### src/logic/flash_cmd_defines.vh
// Offsets, field positions and timing counts of the flash command front end
// Included by the register block only; the command slot store does not use it
`ifndef FLASH_CMD_DEFINES_VH
`define FLASH_CMD_DEFINES_VH

// Printed register indices (byte address is four times the index)
`define IDX_CONFIG        8'h04
`define IDX_STATUS        8'h06
`define IDX_ERR_STATUS    8'h07
`define IDX_PFLASH_PROT   8'h08
`define IDX_EEE_PROT      8'h09
`define IDX_CMD_OBJ_HI    8'h0a
`define IDX_CMD_OBJ_LO    8'h0b
`define IDX_TAG_HI        8'h0c
`define IDX_TAG_LO        8'h0d
`define IDX_ECC_HI        8'h0e
`define IDX_ECC_LO        8'h0f
`define IDX_NV_OPTIONS    8'h10
`define IDX_RSV_ZERO      8'h11
`define IDX_RSV_ONE       8'h12
`define IDX_RSV_TWO       8'h13
`define IDX_CMD_INDEX     8'h01
`define IDX_ECC_INDEX     8'h02

// Configuration fields
`define CFG_DONE_IE       7
`define CFG_SF_IGNORE     4
`define CFG_FORCE_DF      1
`define CFG_FORCE_SF      0
`define CFG_MASK          8'h93

// Status fields
`define ST_DONE           7
`define ST_ACCESS_ERROR_FLAG         5
`define ST_PVIOL          4
`define ERR_DFD           1
`define ERR_SFD           0

// Command codes and slot figures
`define CMD_LOAD_FIELD    8'h05
`define CMD_PROGRAM       8'h06
`define LOAD_LAST_SLOT    3'h5
`define GLOBAL_ADDR_MAX   23'h7fffff
`define PROGRAM_TIME_NS   200
`define CLK_PERIOD_NS     10
`define PROGRAM_CYCLES    (`PROGRAM_TIME_NS / `CLK_PERIOD_NS)

// Reset values
`define RESET_STATUS      8'h80
`define RESET_PROT        8'hff

`endif

### src/logic/cmd_slot_store.v
// Eight 16-bit command object slots with registered read data
// Assumes single-port writes from the register block on the same clock
module cmd_slot_store #(
    parameter WIDTH = 16,
    parameter DEPTH = 8,
    parameter AW    = 3
) (
    // Clock and reset
    input  wire             clk_i,
    input  wire             rst_i,
    // Write port
    input  wire             wr_en_i,
    input  wire [AW-1:0]    wr_addr_i,
    input  wire [WIDTH-1:0] wr_data_i,
    // Read port
    input  wire [AW-1:0]    rd_addr_i,
    output reg  [WIDTH-1:0] rd_data_o
);

    reg [WIDTH-1:0] mem [0:DEPTH-1];
    integer         k;

    always @(posedge clk_i) begin
        if (rst_i) begin
            for (k = 0; k < DEPTH; k = k + 1) begin
                mem[k] <= {WIDTH{1'b0}};
            end
            rd_data_o <= {WIDTH{1'b0}};
        end else begin
            if (wr_en_i) begin
                mem[wr_addr_i] <= wr_data_i;
            end
            rd_data_o <= mem[rd_addr_i];
        end
    end

endmodule

### src/logic/flash_command_config_regs.v
// Register front end of the flash controller over AXI4-Lite
// Assumes one clock; ECC faults and tags come from the array side, options from NV_OPTIONS
`include "flash_cmd_defines.vh"

////////////////////////////////////////////////////////////////////////////////
// Summary of operation
// - Three test reserved registers read zero, ignore writes
// - Config enables done interrupt and fault forcing
// - Only four config bits writable, rest zero
// - Done interrupt raised when enabled and done set
// - Ignore bit suppresses single fault reporting
// - Three-bit index selects ECC result word
// - Load launch checks index, alignment, address
// - Clearing done launches; done sets when complete
// - Other command or error cancels load sequence
module flash_command_config_regs #(
    parameter PROGRAM_CYCLES = `PROGRAM_CYCLES,
    parameter [7:0] NV_OPTIONS = 8'hff
) (
    // Clock and reset
    input  wire        SYS_CLK_I,
    input  wire        RST_I,
    // AXI4-Lite write channels
    input  wire [31:0] AWADDR_I,
    input  wire        AWVALID_I,
    output reg         AWREADY_O,
    input  wire [31:0] WDATA_I,
    input  wire [3:0]  WSTRB_I,
    input  wire        WVALID_I,
    output reg         WREADY_O,
    output reg  [1:0]  BRESP_O,
    output reg         BVALID_O,
    input  wire        BREADY_I,
    // AXI4-Lite read channels
    input  wire [31:0] ARADDR_I,
    input  wire        ARVALID_I,
    output reg         ARREADY_O,
    output reg  [31:0] RDATA_O,
    output reg  [1:0]  RRESP_O,
    output reg         RVALID_O,
    input  wire        RREADY_I,
    // Array side events
    input  wire        SINGLE_FAULT_I,
    input  wire        DOUBLE_FAULT_I,
    input  wire [15:0] ECC_WORD_I,
    input  wire [15:0] TAG_COUNT_I,
    // Fault forcing, interrupt and load activity
    output reg         FORCE_SINGLE_O,
    output reg         FORCE_DOUBLE_O,
    output reg         CMD_DONE_IRQ_O,
    output reg         LOAD_ACTIVE_O
);

    function [7:0] word_index;
        input [31:0] addr;
        begin
            word_index = addr[9:2];
        end
    endfunction

    localparam ST_IDLE = 2'b00;
    localparam ST_BUSY = 2'b01;

    reg  [7:0]  flash_config;
    reg  [7:0]  flash_error_status;
    reg         cmd_done_flag;
    reg         access_error_flag;
    reg         protection_violation_flag;
    reg  [7:0]  pflash_prot;
    reg  [7:0]  eee_prot;
    reg  [2:0]  command_object_index;
    reg  [2:0]  ecc_word_select;
    reg  [15:0] ecc_result_array [0:7];
    reg  [2:0]  ecc_fill;
    reg  [15:0] slot_hold;
    reg  [1:0]  state;
    reg  [15:0] busy_count;
    reg         load_active;
    reg         aw_got;
    reg         w_got;
    reg  [31:0] aw_addr;
    reg  [31:0] w_data;
    reg  [3:0]  w_strb;
    reg  [15:0] slot0;
    reg  [15:0] slot1;
    wire [15:0] slot_rd;
    wire        wr_go;
    wire [7:0]  wr_idx;
    wire [7:0]  wr_byte;
    wire        launch;
    wire [7:0]  cmd_code;
    wire [22:0] global_addr;
    wire        load_bad;
    reg  [7:0]  rd_byte;
    reg         rd_ok;
    integer     j;

    function lane0_on;
        input [3:0] s;
        begin
            lane0_on = s[0];
        end
    endfunction
    assign wr_go   = aw_got && w_got && !BVALID_O;
    assign wr_idx  = word_index(aw_addr);
    assign wr_byte = lane0_on(w_strb) ? w_data[7:0] : 8'h00;

    // Writing a one to the done flag clears it and starts the loaded command; a load failing its checks sets the access error instead
    assign launch  = wr_go && w_strb[0] && wr_idx == `IDX_STATUS &&
                     w_data[`ST_DONE] && cmd_done_flag;
    assign cmd_code    = slot0[15:8];
    assign global_addr = {slot0[6:0], slot1};
    assign load_bad    = command_object_index != `LOAD_LAST_SLOT ||
                         slot1[2:0] != 3'b000 ||
                         global_addr > `GLOBAL_ADDR_MAX;

    cmd_slot_store #(
        .WIDTH (16),
        .DEPTH (8),
        .AW    (3)
    ) u_slots (
        .clk_i     (SYS_CLK_I),
        .rst_i     (RST_I),
        .wr_en_i   (wr_go && (wr_idx == `IDX_CMD_OBJ_HI || wr_idx == `IDX_CMD_OBJ_LO)
                    && w_strb[0] && cmd_done_flag),
        .wr_addr_i (command_object_index),
        .wr_data_i (slot_hold),
        .rd_addr_i (command_object_index),
        .rd_data_o (slot_rd)
    );

    always @* begin
        slot_hold = slot_rd;
        if (wr_idx == `IDX_CMD_OBJ_HI) begin
            slot_hold = {w_data[7:0], slot_rd[7:0]};
        end else begin
            slot_hold = {slot_rd[15:8], w_data[7:0]};
        end
    end

    ////////////////////////////////////////////////////////////////////////////
    // Write path
    always @(posedge SYS_CLK_I) begin
        if (RST_I) begin
            AWREADY_O <= 1'b0;
            WREADY_O  <= 1'b0;
            BVALID_O  <= 1'b0;
            BRESP_O   <= 2'b00;
            aw_got    <= 1'b0;
            w_got     <= 1'b0;
            aw_addr   <= 32'h0;
            w_data    <= 32'h0;
            w_strb    <= 4'h0;
        end else begin
            AWREADY_O <= !aw_got && !AWREADY_O && AWVALID_I && !BVALID_O;
            WREADY_O  <= !w_got && !WREADY_O && WVALID_I && !BVALID_O;
            if (AWVALID_I && AWREADY_O) begin
                aw_got  <= 1'b1;
                aw_addr <= AWADDR_I;
            end
            if (WVALID_I && WREADY_O) begin
                w_got  <= 1'b1;
                w_data <= WDATA_I;
                w_strb <= WSTRB_I;
            end
            if (wr_go) begin
                BVALID_O <= 1'b1;
                BRESP_O  <= (wr_idx >= `IDX_CONFIG && wr_idx <= `IDX_RSV_TWO) ||
                            wr_idx == `IDX_CMD_INDEX || wr_idx == `IDX_ECC_INDEX
                            ? 2'b00 : 2'b10;
                aw_got   <= 1'b0;
                w_got    <= 1'b0;
            end else if (BVALID_O && BREADY_I) begin
                BVALID_O <= 1'b0;
            end
        end
    end

    ////////////////////////////////////////////////////////////////////////////
    // Control registers
    always @(posedge SYS_CLK_I) begin
        if (RST_I) begin
            flash_config         <= 8'h00;
            pflash_prot          <= `RESET_PROT;
            eee_prot             <= `RESET_PROT;
            command_object_index <= 3'h0;
            ecc_word_select      <= 3'h0;
            slot0                <= 16'h0;
            slot1                <= 16'h0;
        end else if (wr_go && w_strb[0]) begin
            case (wr_idx)
                `IDX_CONFIG:      flash_config <= wr_byte & `CFG_MASK;
                `IDX_PFLASH_PROT: pflash_prot  <= wr_byte;
                `IDX_EEE_PROT:    eee_prot     <= wr_byte;
                `IDX_CMD_INDEX:   command_object_index <= w_data[2:0];
                `IDX_ECC_INDEX:   ecc_word_select <= w_data[2:0];
                `IDX_CMD_OBJ_HI, `IDX_CMD_OBJ_LO: begin
                    if (cmd_done_flag && command_object_index == 3'h0) begin
                        slot0 <= slot_hold;
                    end
                    if (cmd_done_flag && command_object_index == 3'h1) begin
                        slot1 <= slot_hold;
                    end
                end
                // Reserved test registers swallow writes
                default: flash_config <= flash_config;
            endcase
        end
    end

    ////////////////////////////////////////////////////////////////////////////
    // Command sequencer
    always @(posedge SYS_CLK_I) begin
        if (RST_I) begin
            state                     <= ST_IDLE;
            cmd_done_flag             <= 1'b1;
            access_error_flag         <= 1'b0;
            protection_violation_flag <= 1'b0;
            busy_count                <= 16'h0;
            load_active               <= 1'b0;
        end else begin
            if (wr_go && w_strb[0] && wr_idx == `IDX_STATUS) begin
                if (w_data[`ST_ACCESS_ERROR_FLAG]) access_error_flag <= 1'b0;
                if (w_data[`ST_PVIOL])  protection_violation_flag <= 1'b0;
            end
            case (state)
                ST_IDLE: begin
                    if (launch) begin
                        if (cmd_code == `CMD_LOAD_FIELD && load_bad) begin
                            access_error_flag <= 1'b1;
                            load_active       <= 1'b0;
                        end else if (cmd_code == `CMD_LOAD_FIELD) begin
                            cmd_done_flag <= 1'b0;
                            load_active   <= 1'b1;
                            busy_count    <= PROGRAM_CYCLES[15:0];
                            state         <= ST_BUSY;
                        end else begin
                            if (cmd_code != `CMD_PROGRAM) begin
                                load_active <= 1'b0;
                            end
                            cmd_done_flag <= 1'b0;
                            busy_count    <= PROGRAM_CYCLES[15:0];
                            state         <= ST_BUSY;
                        end
                    end
                end
                ST_BUSY: begin
                    if (busy_count <= 16'h1) begin
                        cmd_done_flag <= 1'b1;
                        if (cmd_code == `CMD_PROGRAM) begin
                            load_active <= 1'b0;
                        end
                        state <= ST_IDLE;
                    end else begin
                        busy_count <= busy_count - 16'h1;
                    end
                end
                default: state <= ST_IDLE;
            endcase
        end
    end

    ////////////////////////////////////////////////////////////////////////////
    // Error status and ECC results
    always @(posedge SYS_CLK_I) begin
        if (RST_I) begin
            flash_error_status <= 8'h00;
            ecc_fill           <= 3'h0;
            for (j = 0; j < 8; j = j + 1) begin
                ecc_result_array[j] <= 16'h0;
            end
        end else begin
            if (wr_go && w_strb[0] && wr_idx == `IDX_ERR_STATUS) begin
                flash_error_status <= flash_error_status & ~(w_data[7:0] & 8'h03);
            end
            if (DOUBLE_FAULT_I || FORCE_DOUBLE_O) begin
                flash_error_status[`ERR_DFD] <= 1'b1;
            end
            if ((SINGLE_FAULT_I || FORCE_SINGLE_O) && !flash_config[`CFG_SF_IGNORE]) begin
                flash_error_status[`ERR_SFD] <= 1'b1;
            end
            if (DOUBLE_FAULT_I || ((SINGLE_FAULT_I || FORCE_SINGLE_O) &&
                !flash_config[`CFG_SF_IGNORE])) begin
                ecc_result_array[ecc_fill] <= ECC_WORD_I;
                ecc_fill <= ecc_fill + 3'h1;
            end
        end
    end

    ////////////////////////////////////////////////////////////////////////////
    // Read path
    always @* begin
        rd_ok   = 1'b1;
        rd_byte = 8'h00;
        case (word_index(ARADDR_I))
            `IDX_CONFIG:      rd_byte = flash_config;
            `IDX_STATUS:      rd_byte = {cmd_done_flag, 1'b0, access_error_flag,
                                         protection_violation_flag, 4'h0};
            `IDX_ERR_STATUS:  rd_byte = flash_error_status;
            `IDX_PFLASH_PROT: rd_byte = pflash_prot;
            `IDX_EEE_PROT:    rd_byte = eee_prot;
            `IDX_CMD_OBJ_HI:  rd_byte = slot_rd[15:8];
            `IDX_CMD_OBJ_LO:  rd_byte = slot_rd[7:0];
            `IDX_TAG_HI:      rd_byte = TAG_COUNT_I[15:8];
            `IDX_TAG_LO:      rd_byte = TAG_COUNT_I[7:0];
            `IDX_ECC_HI:      rd_byte = ecc_result_array[ecc_word_select][15:8];
            `IDX_ECC_LO:      rd_byte = ecc_result_array[ecc_word_select][7:0];
            `IDX_NV_OPTIONS:  rd_byte = NV_OPTIONS;
            `IDX_RSV_ZERO, `IDX_RSV_ONE, `IDX_RSV_TWO: rd_byte = 8'h00;
            `IDX_CMD_INDEX:   rd_byte = {5'h00, command_object_index};
            `IDX_ECC_INDEX:   rd_byte = {5'h00, ecc_word_select};
            default:          rd_ok   = 1'b0;
        endcase
    end

    always @(posedge SYS_CLK_I) begin
        if (RST_I) begin
            ARREADY_O <= 1'b0;
            RVALID_O  <= 1'b0;
            RDATA_O   <= 32'h0;
            RRESP_O   <= 2'b00;
        end else begin
            ARREADY_O <= ARVALID_I && !ARREADY_O && !RVALID_O;
            if (ARVALID_I && ARREADY_O) begin
                RVALID_O <= 1'b1;
                RDATA_O  <= {24'h0, rd_byte};
                RRESP_O  <= rd_ok ? 2'b00 : 2'b10;
            end else if (RVALID_O && RREADY_I) begin
                RVALID_O <= 1'b0;
            end
        end
    end

    ////////////////////////////////////////////////////////////////////////////
    // Outputs
    always @(posedge SYS_CLK_I) begin
        if (RST_I) begin
            FORCE_SINGLE_O <= 1'b0;
            FORCE_DOUBLE_O <= 1'b0;
            CMD_DONE_IRQ_O <= 1'b0;
            LOAD_ACTIVE_O  <= 1'b0;
        end else begin
            FORCE_SINGLE_O <= flash_config[`CFG_FORCE_SF];
            FORCE_DOUBLE_O <= flash_config[`CFG_FORCE_DF];
            CMD_DONE_IRQ_O <= flash_config[`CFG_DONE_IE] && cmd_done_flag;
            LOAD_ACTIVE_O  <= load_active;
        end
    end

endmodule

### config.mk
export PLATFORM = sky130hd
export DESIGN_NAME = flash_command_config_regs
export DESIGN_NICKNAME = d
export VERILOG_FILES = /design/src/logic/cmd_slot_store.v /design/src/logic/flash_command_config_regs.v
export VERILOG_INCLUDE_DIRS = /design/src /design/src/logic
export SDC_FILE = /design/constraint.sdc
export NUM_CORES = 1
export LEC_CHECK = 0
export ABC_AREA = 1
export BUFFER_PORTS_ARGS = -buffer_cell sky130_fd_sc_hd__buf_4
export CORE_ASPECT_RATIO = 1.5
export CORE_MARGIN = 5
export CORE_UTILIZATION = 50
export CTS_CLUSTER_SIZE = 12
export DETAILED_ROUTE_END_ITERATION = 10
export GPL_TIMING_DRIVEN = 0
export PLACE_DENSITY = 0.73
export REMOVE_ABC_BUFFERS = 1
export SYNTH_ARGS = -nofsm -noshare
export SYNTH_HDL_FRONTEND = slang
export SYNTH_HIERARCHICAL = 1
export SYNTH_SLANG_ARGS = --single-unit
### constraint.sdc
create_clock -name SYS_CLK_I -period 2.2 [get_ports SYS_CLK_I]
set_clock_uncertainty 0.1 [all_clocks]
set_input_delay 0.33 -clock SYS_CLK_I [delete_from_list [all_inputs] [get_ports SYS_CLK_I]]
set_output_delay 0.33 -clock SYS_CLK_I [all_outputs]
set_load 0.01 [all_outputs]
Yosys cells after proc, flatten, opt, wreduce, memory -nomap -nowiden
Memory sizes are Yosys's and may differ from the RTL's. A register that Yosys moved wholly into a read port is not among the register bits.
Index checks and enable logic that the tools add are counted.
{"block": "word_totals", "reg_bits": 132, "mem_bits_rw": 256, "input_bits": 141, "wordCells": 203, "mem_count": 2}
{"block": "classes", "add_sub_neg": 2, "n_lt_le_gt_ge": 4, "n_eq_ne": 38, "mux": 53, "bitwise": 2, "n_reduce_logical": 69}
{"name": "ecc_result_array", "depth": 8, "word_bits": 16, "read_ports": 1, "rd_ports_with_merged_regs": 1, "write_ports": 8, "line": "flash_command_config_regs.v:73", "source": "reg [15:0] ecc_result_array [0:7];"}
{"name": "u_slots.mem", "depth": 8, "word_bits": 16, "read_ports": 1, "rd_ports_with_merged_regs": 1, "write_ports": 8, "line": "cmd_slot_store.v:20", "source": "reg [WIDTH-1:0] mem [0:DEPTH-1];"}
{"op": "$pmux W8 S14", "n": 1}
{"op": "$eq A8 B4 Y1 const B", "n": 12}
{"op": "$mux W16", "n": 6}
{"op": "$eq A8 B3 Y1 const B", "n": 8}
{"op": "$eq A8 B5 Y1 const B", "n": 4}
{"op": "$pmux W16 S2", "n": 1}
{"op": "$reduce_or A16 Y1", "n": 2}
{"op": "$mux W1", "n": 31}
{"op": "$logic_and A1 B1 Y1", "n": 29}
{"op": "$gt A23 B23 Y1 const B", "n": 1}
{"op": "$reduce_or A17 Y1", "n": 1}
{"op": "$eq A8 B1 Y1 const B", "n": 2}
{"op": "$eq A8 B2 Y1 const B", "n": 2}
{"op": "$le A16 B1 Y1 const B", "n": 1}
{"op": "$sub A16 B1 Y16 const B", "n": 1}
{"op": "$mux W2", "n": 6}
{"op": "$mux W3", "n": 4}
{"op": "$ne A2 B2 Y1 const B", "n": 5}
{"op": "$reduce_and A2 Y1", "n": 5}
{"op": "$reduce_bool A2 Y1", "n": 5}
{"op": "$reduce_and A3 Y1", "n": 3}
{"op": "$and A8 B8 Y8", "n": 1}
{"op": "$ge A8 B3 Y1 const B", "n": 1}
{"op": "$le A8 B5 Y1 const B", "n": 1}
{"op": "other kinds (18)", "n": 35}

Longest topological paths before layout
{"block": "logic_depth", "word_depth": 10, "depth_mapped": 12, "mapped_depth_nobuf": 11}

Cells and area by module
The synthesis kept the hierarchy.
{"mod": "flash_command_config_regs", "n_inst": 1, "cells_per_inst": 1438, "area_each_um2": 11395.9}
{"mod": "cmd_slot_store", "n_inst": 1, "cells_per_inst": 751, "area_each_um2": 6675.2}

Worst setup path before layout
OpenSTA, ideal clock, no wires.
{"block": "synth_timing", "path_kind": "flip-flop to flip-flop", "from": "reg aw_addr[9]", "to": "mem u_slots.mem[0][0], enable pin", "setup_ps": 372, "arrival_time_ps": 1889, "required_time_ps": 1728, "setup_slack_ps": -160, "stages_incl_launch_ff": 13, "synth_period_minus_slack_ps": 2360, "path_cell_list": "dfxtp_1 > nor2_1 > nand2_1 > nor2_4 > nand3_1 > inv_2 > nand2_1 > nor3_1 > nand2_2 > nor2_4 > nand2_2 > buf_6 > nand2_1"}
{"element": "from (decl)", "line": "flash_command_config_regs.v:81", "source": "reg [31:0] aw_addr;"}
{"element": "from (signal assigned)", "line": "flash_command_config_regs.v:151", "source": "aw_addr <= 32'h0;"}
{"element": "from (signal assigned)", "line": "flash_command_config_regs.v:159", "source": "aw_addr <= AWADDR_I;"}
{"element": "to (decl)", "line": "cmd_slot_store.v:20"}

==> impl_metrics.ini <==
[cells_and_area]
drive_above_1_share_pct = 14.3
fin_cells = 2794
final_area_um2 = 21300
final_core_util_pct = 59.4
syn_to_final_growth_pct = 17.8
diodes = 0
fin_nets = 2431
fill_cells = 3042

[global_route]
grt_pass1_wl_um = 77100
grt_pass1_vias = 15000
grt_usage_pct = 24.3
grt-ovfl-total = 0
grt_max_degree = 72
antenna_found_initial = 0

[power_and_ir_drop]
p_seq_share_pct = 53.3
peakVddDrop_mv = 0.403
p_int_uw = 11400
power_density_nw_per_um2 = 695
power_frac_comb_pct = 6.6
power.switching_uw = 3370
leakagePower_uw = 0.00918
pwr-share-clk_pct = 40.1
switching_share_pct = 22.8

[placement]
dpl_cell_area_um2 = 18800
pre_cts_slack_ns = -2.09
io_buffers = 84
place_congestion = 0.871
dp.cells = 2656
detailedPlacementHpwl_um = 31500

[yosys]
yosysUniqueCellTypes = 44
synthTopCellsByArea = edfxtp_1 43%, dfxtp_1 13%, nor2_1 9.8%
synthTopCellsByCount = 474 x nor2_1, 452 x nand2_1, 269 x inv_1, 256 x edfxtp_1, 229 x nand3_1
avgSynthCellArea_um2 = 8.26
synth_area_leader_cell = edfxtp_1
async_flop_share_pct = 0
ys.flop_type = edfxtp_1
synth_top_area_share_pct = 42.5
seq_area_frac_synth_pct = 55.7
synth_seq_cells = 375
yosysMostFrequentCell = nor2_1
yosys_warnings = 6
netlist_area_um2 = 18100
synth_edf_count = 256
syn_inst = 2189

[critical_path]
critical_path.startpoint = RST_I
end_kind = register
critPathLaunchType = input port
crit_path_max_incr_delay_ns = 0.49
worst-path-buf-inv = 3
slowest_stage = buf_4
cp.arrival_ns = 2.42
crit_path_cell_trace = buf_4 > clkinv_8 > nand2_1 > inv_1 > nand2_2 > nand2_8
cp_max_fo = 71
crit_family = buffers and inverters
crit_type = in -> reg
required_ns = 2.33
rr_startpoint = flash_config[4]

[clocking]
clk_path_buf_depth = 3
cts-root-buf = clkbuf_16
htreeDepth = 2
numCtsBuffers = 37
path_clk_slew_ns = 0.06
cts_tree = built
clk_latency_ns = 0.54
clock_sinks = 375

[sta]
min_period_ns = 2.29
drv_slew = 0
setup_viol_count_final = 64
hold_viol_final = 0
worst_slew_margin_rel_pct = 27.6
setup_ws_ns = -0.0908
fin_crit_sh_pct = 104
worst_pin_slew_ns = 1.08
rsz0062_at_grt = true
max_freq_mhz = 437
hold_slack_ns = 0.0156

[drt]
drt_wl_total_um = 49700
dr.first_iter.drc_count = 1315
vias_per_cell = 5.41
dr.pass1.iters = 6
post_drt_wl_per_cell_um = 17.8
antenna_left = 0
drc = 0
via_count = 15100

[die]
num_io_pins = 186
start_util_pct = 50.4
coreArea_um2 = 35800
die_h_um = 243
die_w_um = 165
dieArea_um2 = 40100
num_rows = 85

[hold_path]
hp-class = in -> reg
min_from = AWADDR_I[2]

[run]
cap_violations = 0

[run_status]
violations = negative setup slack
status = finished, violations left
state kept, by name, indices dropped and copies added (netlist names), 4 cells and up, named ones only:
| signal | count |
|---|---|
| flash_config | 4 |
| RDATA_O | 8 |
| u_slots/rd_data_o | 16 |
| u_slots/mem | 128 |
| aw_addr | 8 |
| slot0 | 8 |
| busy_count | 16 |
| ecc_result_array | 128 |
| eee_prot | 8 |
| w_data | 8 |
| pflash_prot | 8 |
through the flow:
stage          setup TNS, ns  power (uW)
2_1_floorplan        -169.68        8500
5_1_grt               -14.85       15200
3_3_place_gp         -972.27        8820
4_1_cts               -19.88       14800
6_report               -3.87       14800
3_5_place_dp         -415.32        8870
tightest hold or removal path, stage by stage:
cell     delay (ns)
buf_4          0.08
o21ai_0        0.09
a21oi_1        0.11
placed cells by master (no fill, tap or decap), types with 5 or more instances in the layout:
master	n
nand4_1	13
o21a_1	9
edfxtp_1	256
o21ai_2	8
nand2_1	427
clkbuf_16	40
dfxtp_4	5
a21oi_1	55
o21ai_1	7
nand2_2	10
buf_6	22
a21oi_2	10
nor3_1	9
nand2_4	11
inv_2	22
nand3_2	5
o211ai_1	12
conb_1	26
buf_4	102
dfxtp_1	108
clkbuf_1	26
dlygate4sd3_1	15
nor2_1	447
nand2_8	28
nor2_2	19
inv_1	252
nor2_4	13
dfxtp_2	6
nand3_1	224
o21ai_0	69
cell type report:
class,count,area [um2],share of cell area (%)
Timing Repair inverter,1,7.51,0.0353
Tap cell,478,598,2.81
Inverter,283,1100,5.17
Multi-Input combinational cell,1441,7040,33.0
Clock inverter,2,12.5,0.0588
Clock buffer,66,1090,5.11
Timing Repair Buffer,148,1350,6.36
Sequential cell,375,10100,47.4
metal layers:
metal	vias to the layer above	GRT usage, %	part of all wire [%]
li1	7176	-	-
met5	-	0	0
met4	0	12.5	5.9
met2	639	45.6	54
met3	172	2.92	6.5
met1	7125	26.1	34
what timing repair did:
item / 4_1_cts / 5_1_grt
hold endpoints to repair: 16 / 0
setup buffers: 41 / 7
pin swaps: 13 / 8
resized for setup: 166 / 30
setup endpoints to repair: 483 / 431
hold buffers: 15 / 0
cloned: 10 / 0
power groups by stage:
stage / registers [uW] / clock network, uW / logic (uW)
after floorplan: 8000 / 0 / 495
after global placement: 8020 / 0 / 801
after detailed placement: 8030 / 0 / 831
after CTS: 7870 / 5980 / 951
after global routing: 7890 / 6270 / 1080
final: 7880 / 5930 / 980
worst paths after layout:
check | endpoint | slack, ns | cells past startpoint
max | ecc_result_array[6][8] | -0.09 | 6
min | aw_addr[2] | 0.02 | 3
max reg2reg | ecc_result_array[6][8] | -0.08 | 8
min reg2reg | LOAD_ACTIVE_O | 0.33 | 2
cell families after synthesis:
logic type	synth area share, %
AO/OA/AOI/OAI	5.90
buffers and inverters	9.75
XOR/XNOR	0.291
adder cells (fa/ha/maj)	0.208
other	0.0208
AND/OR/NAND/NOR	28.1
flip-flops	55.7
Note: power is estimated with default switching activity, not from simulation.
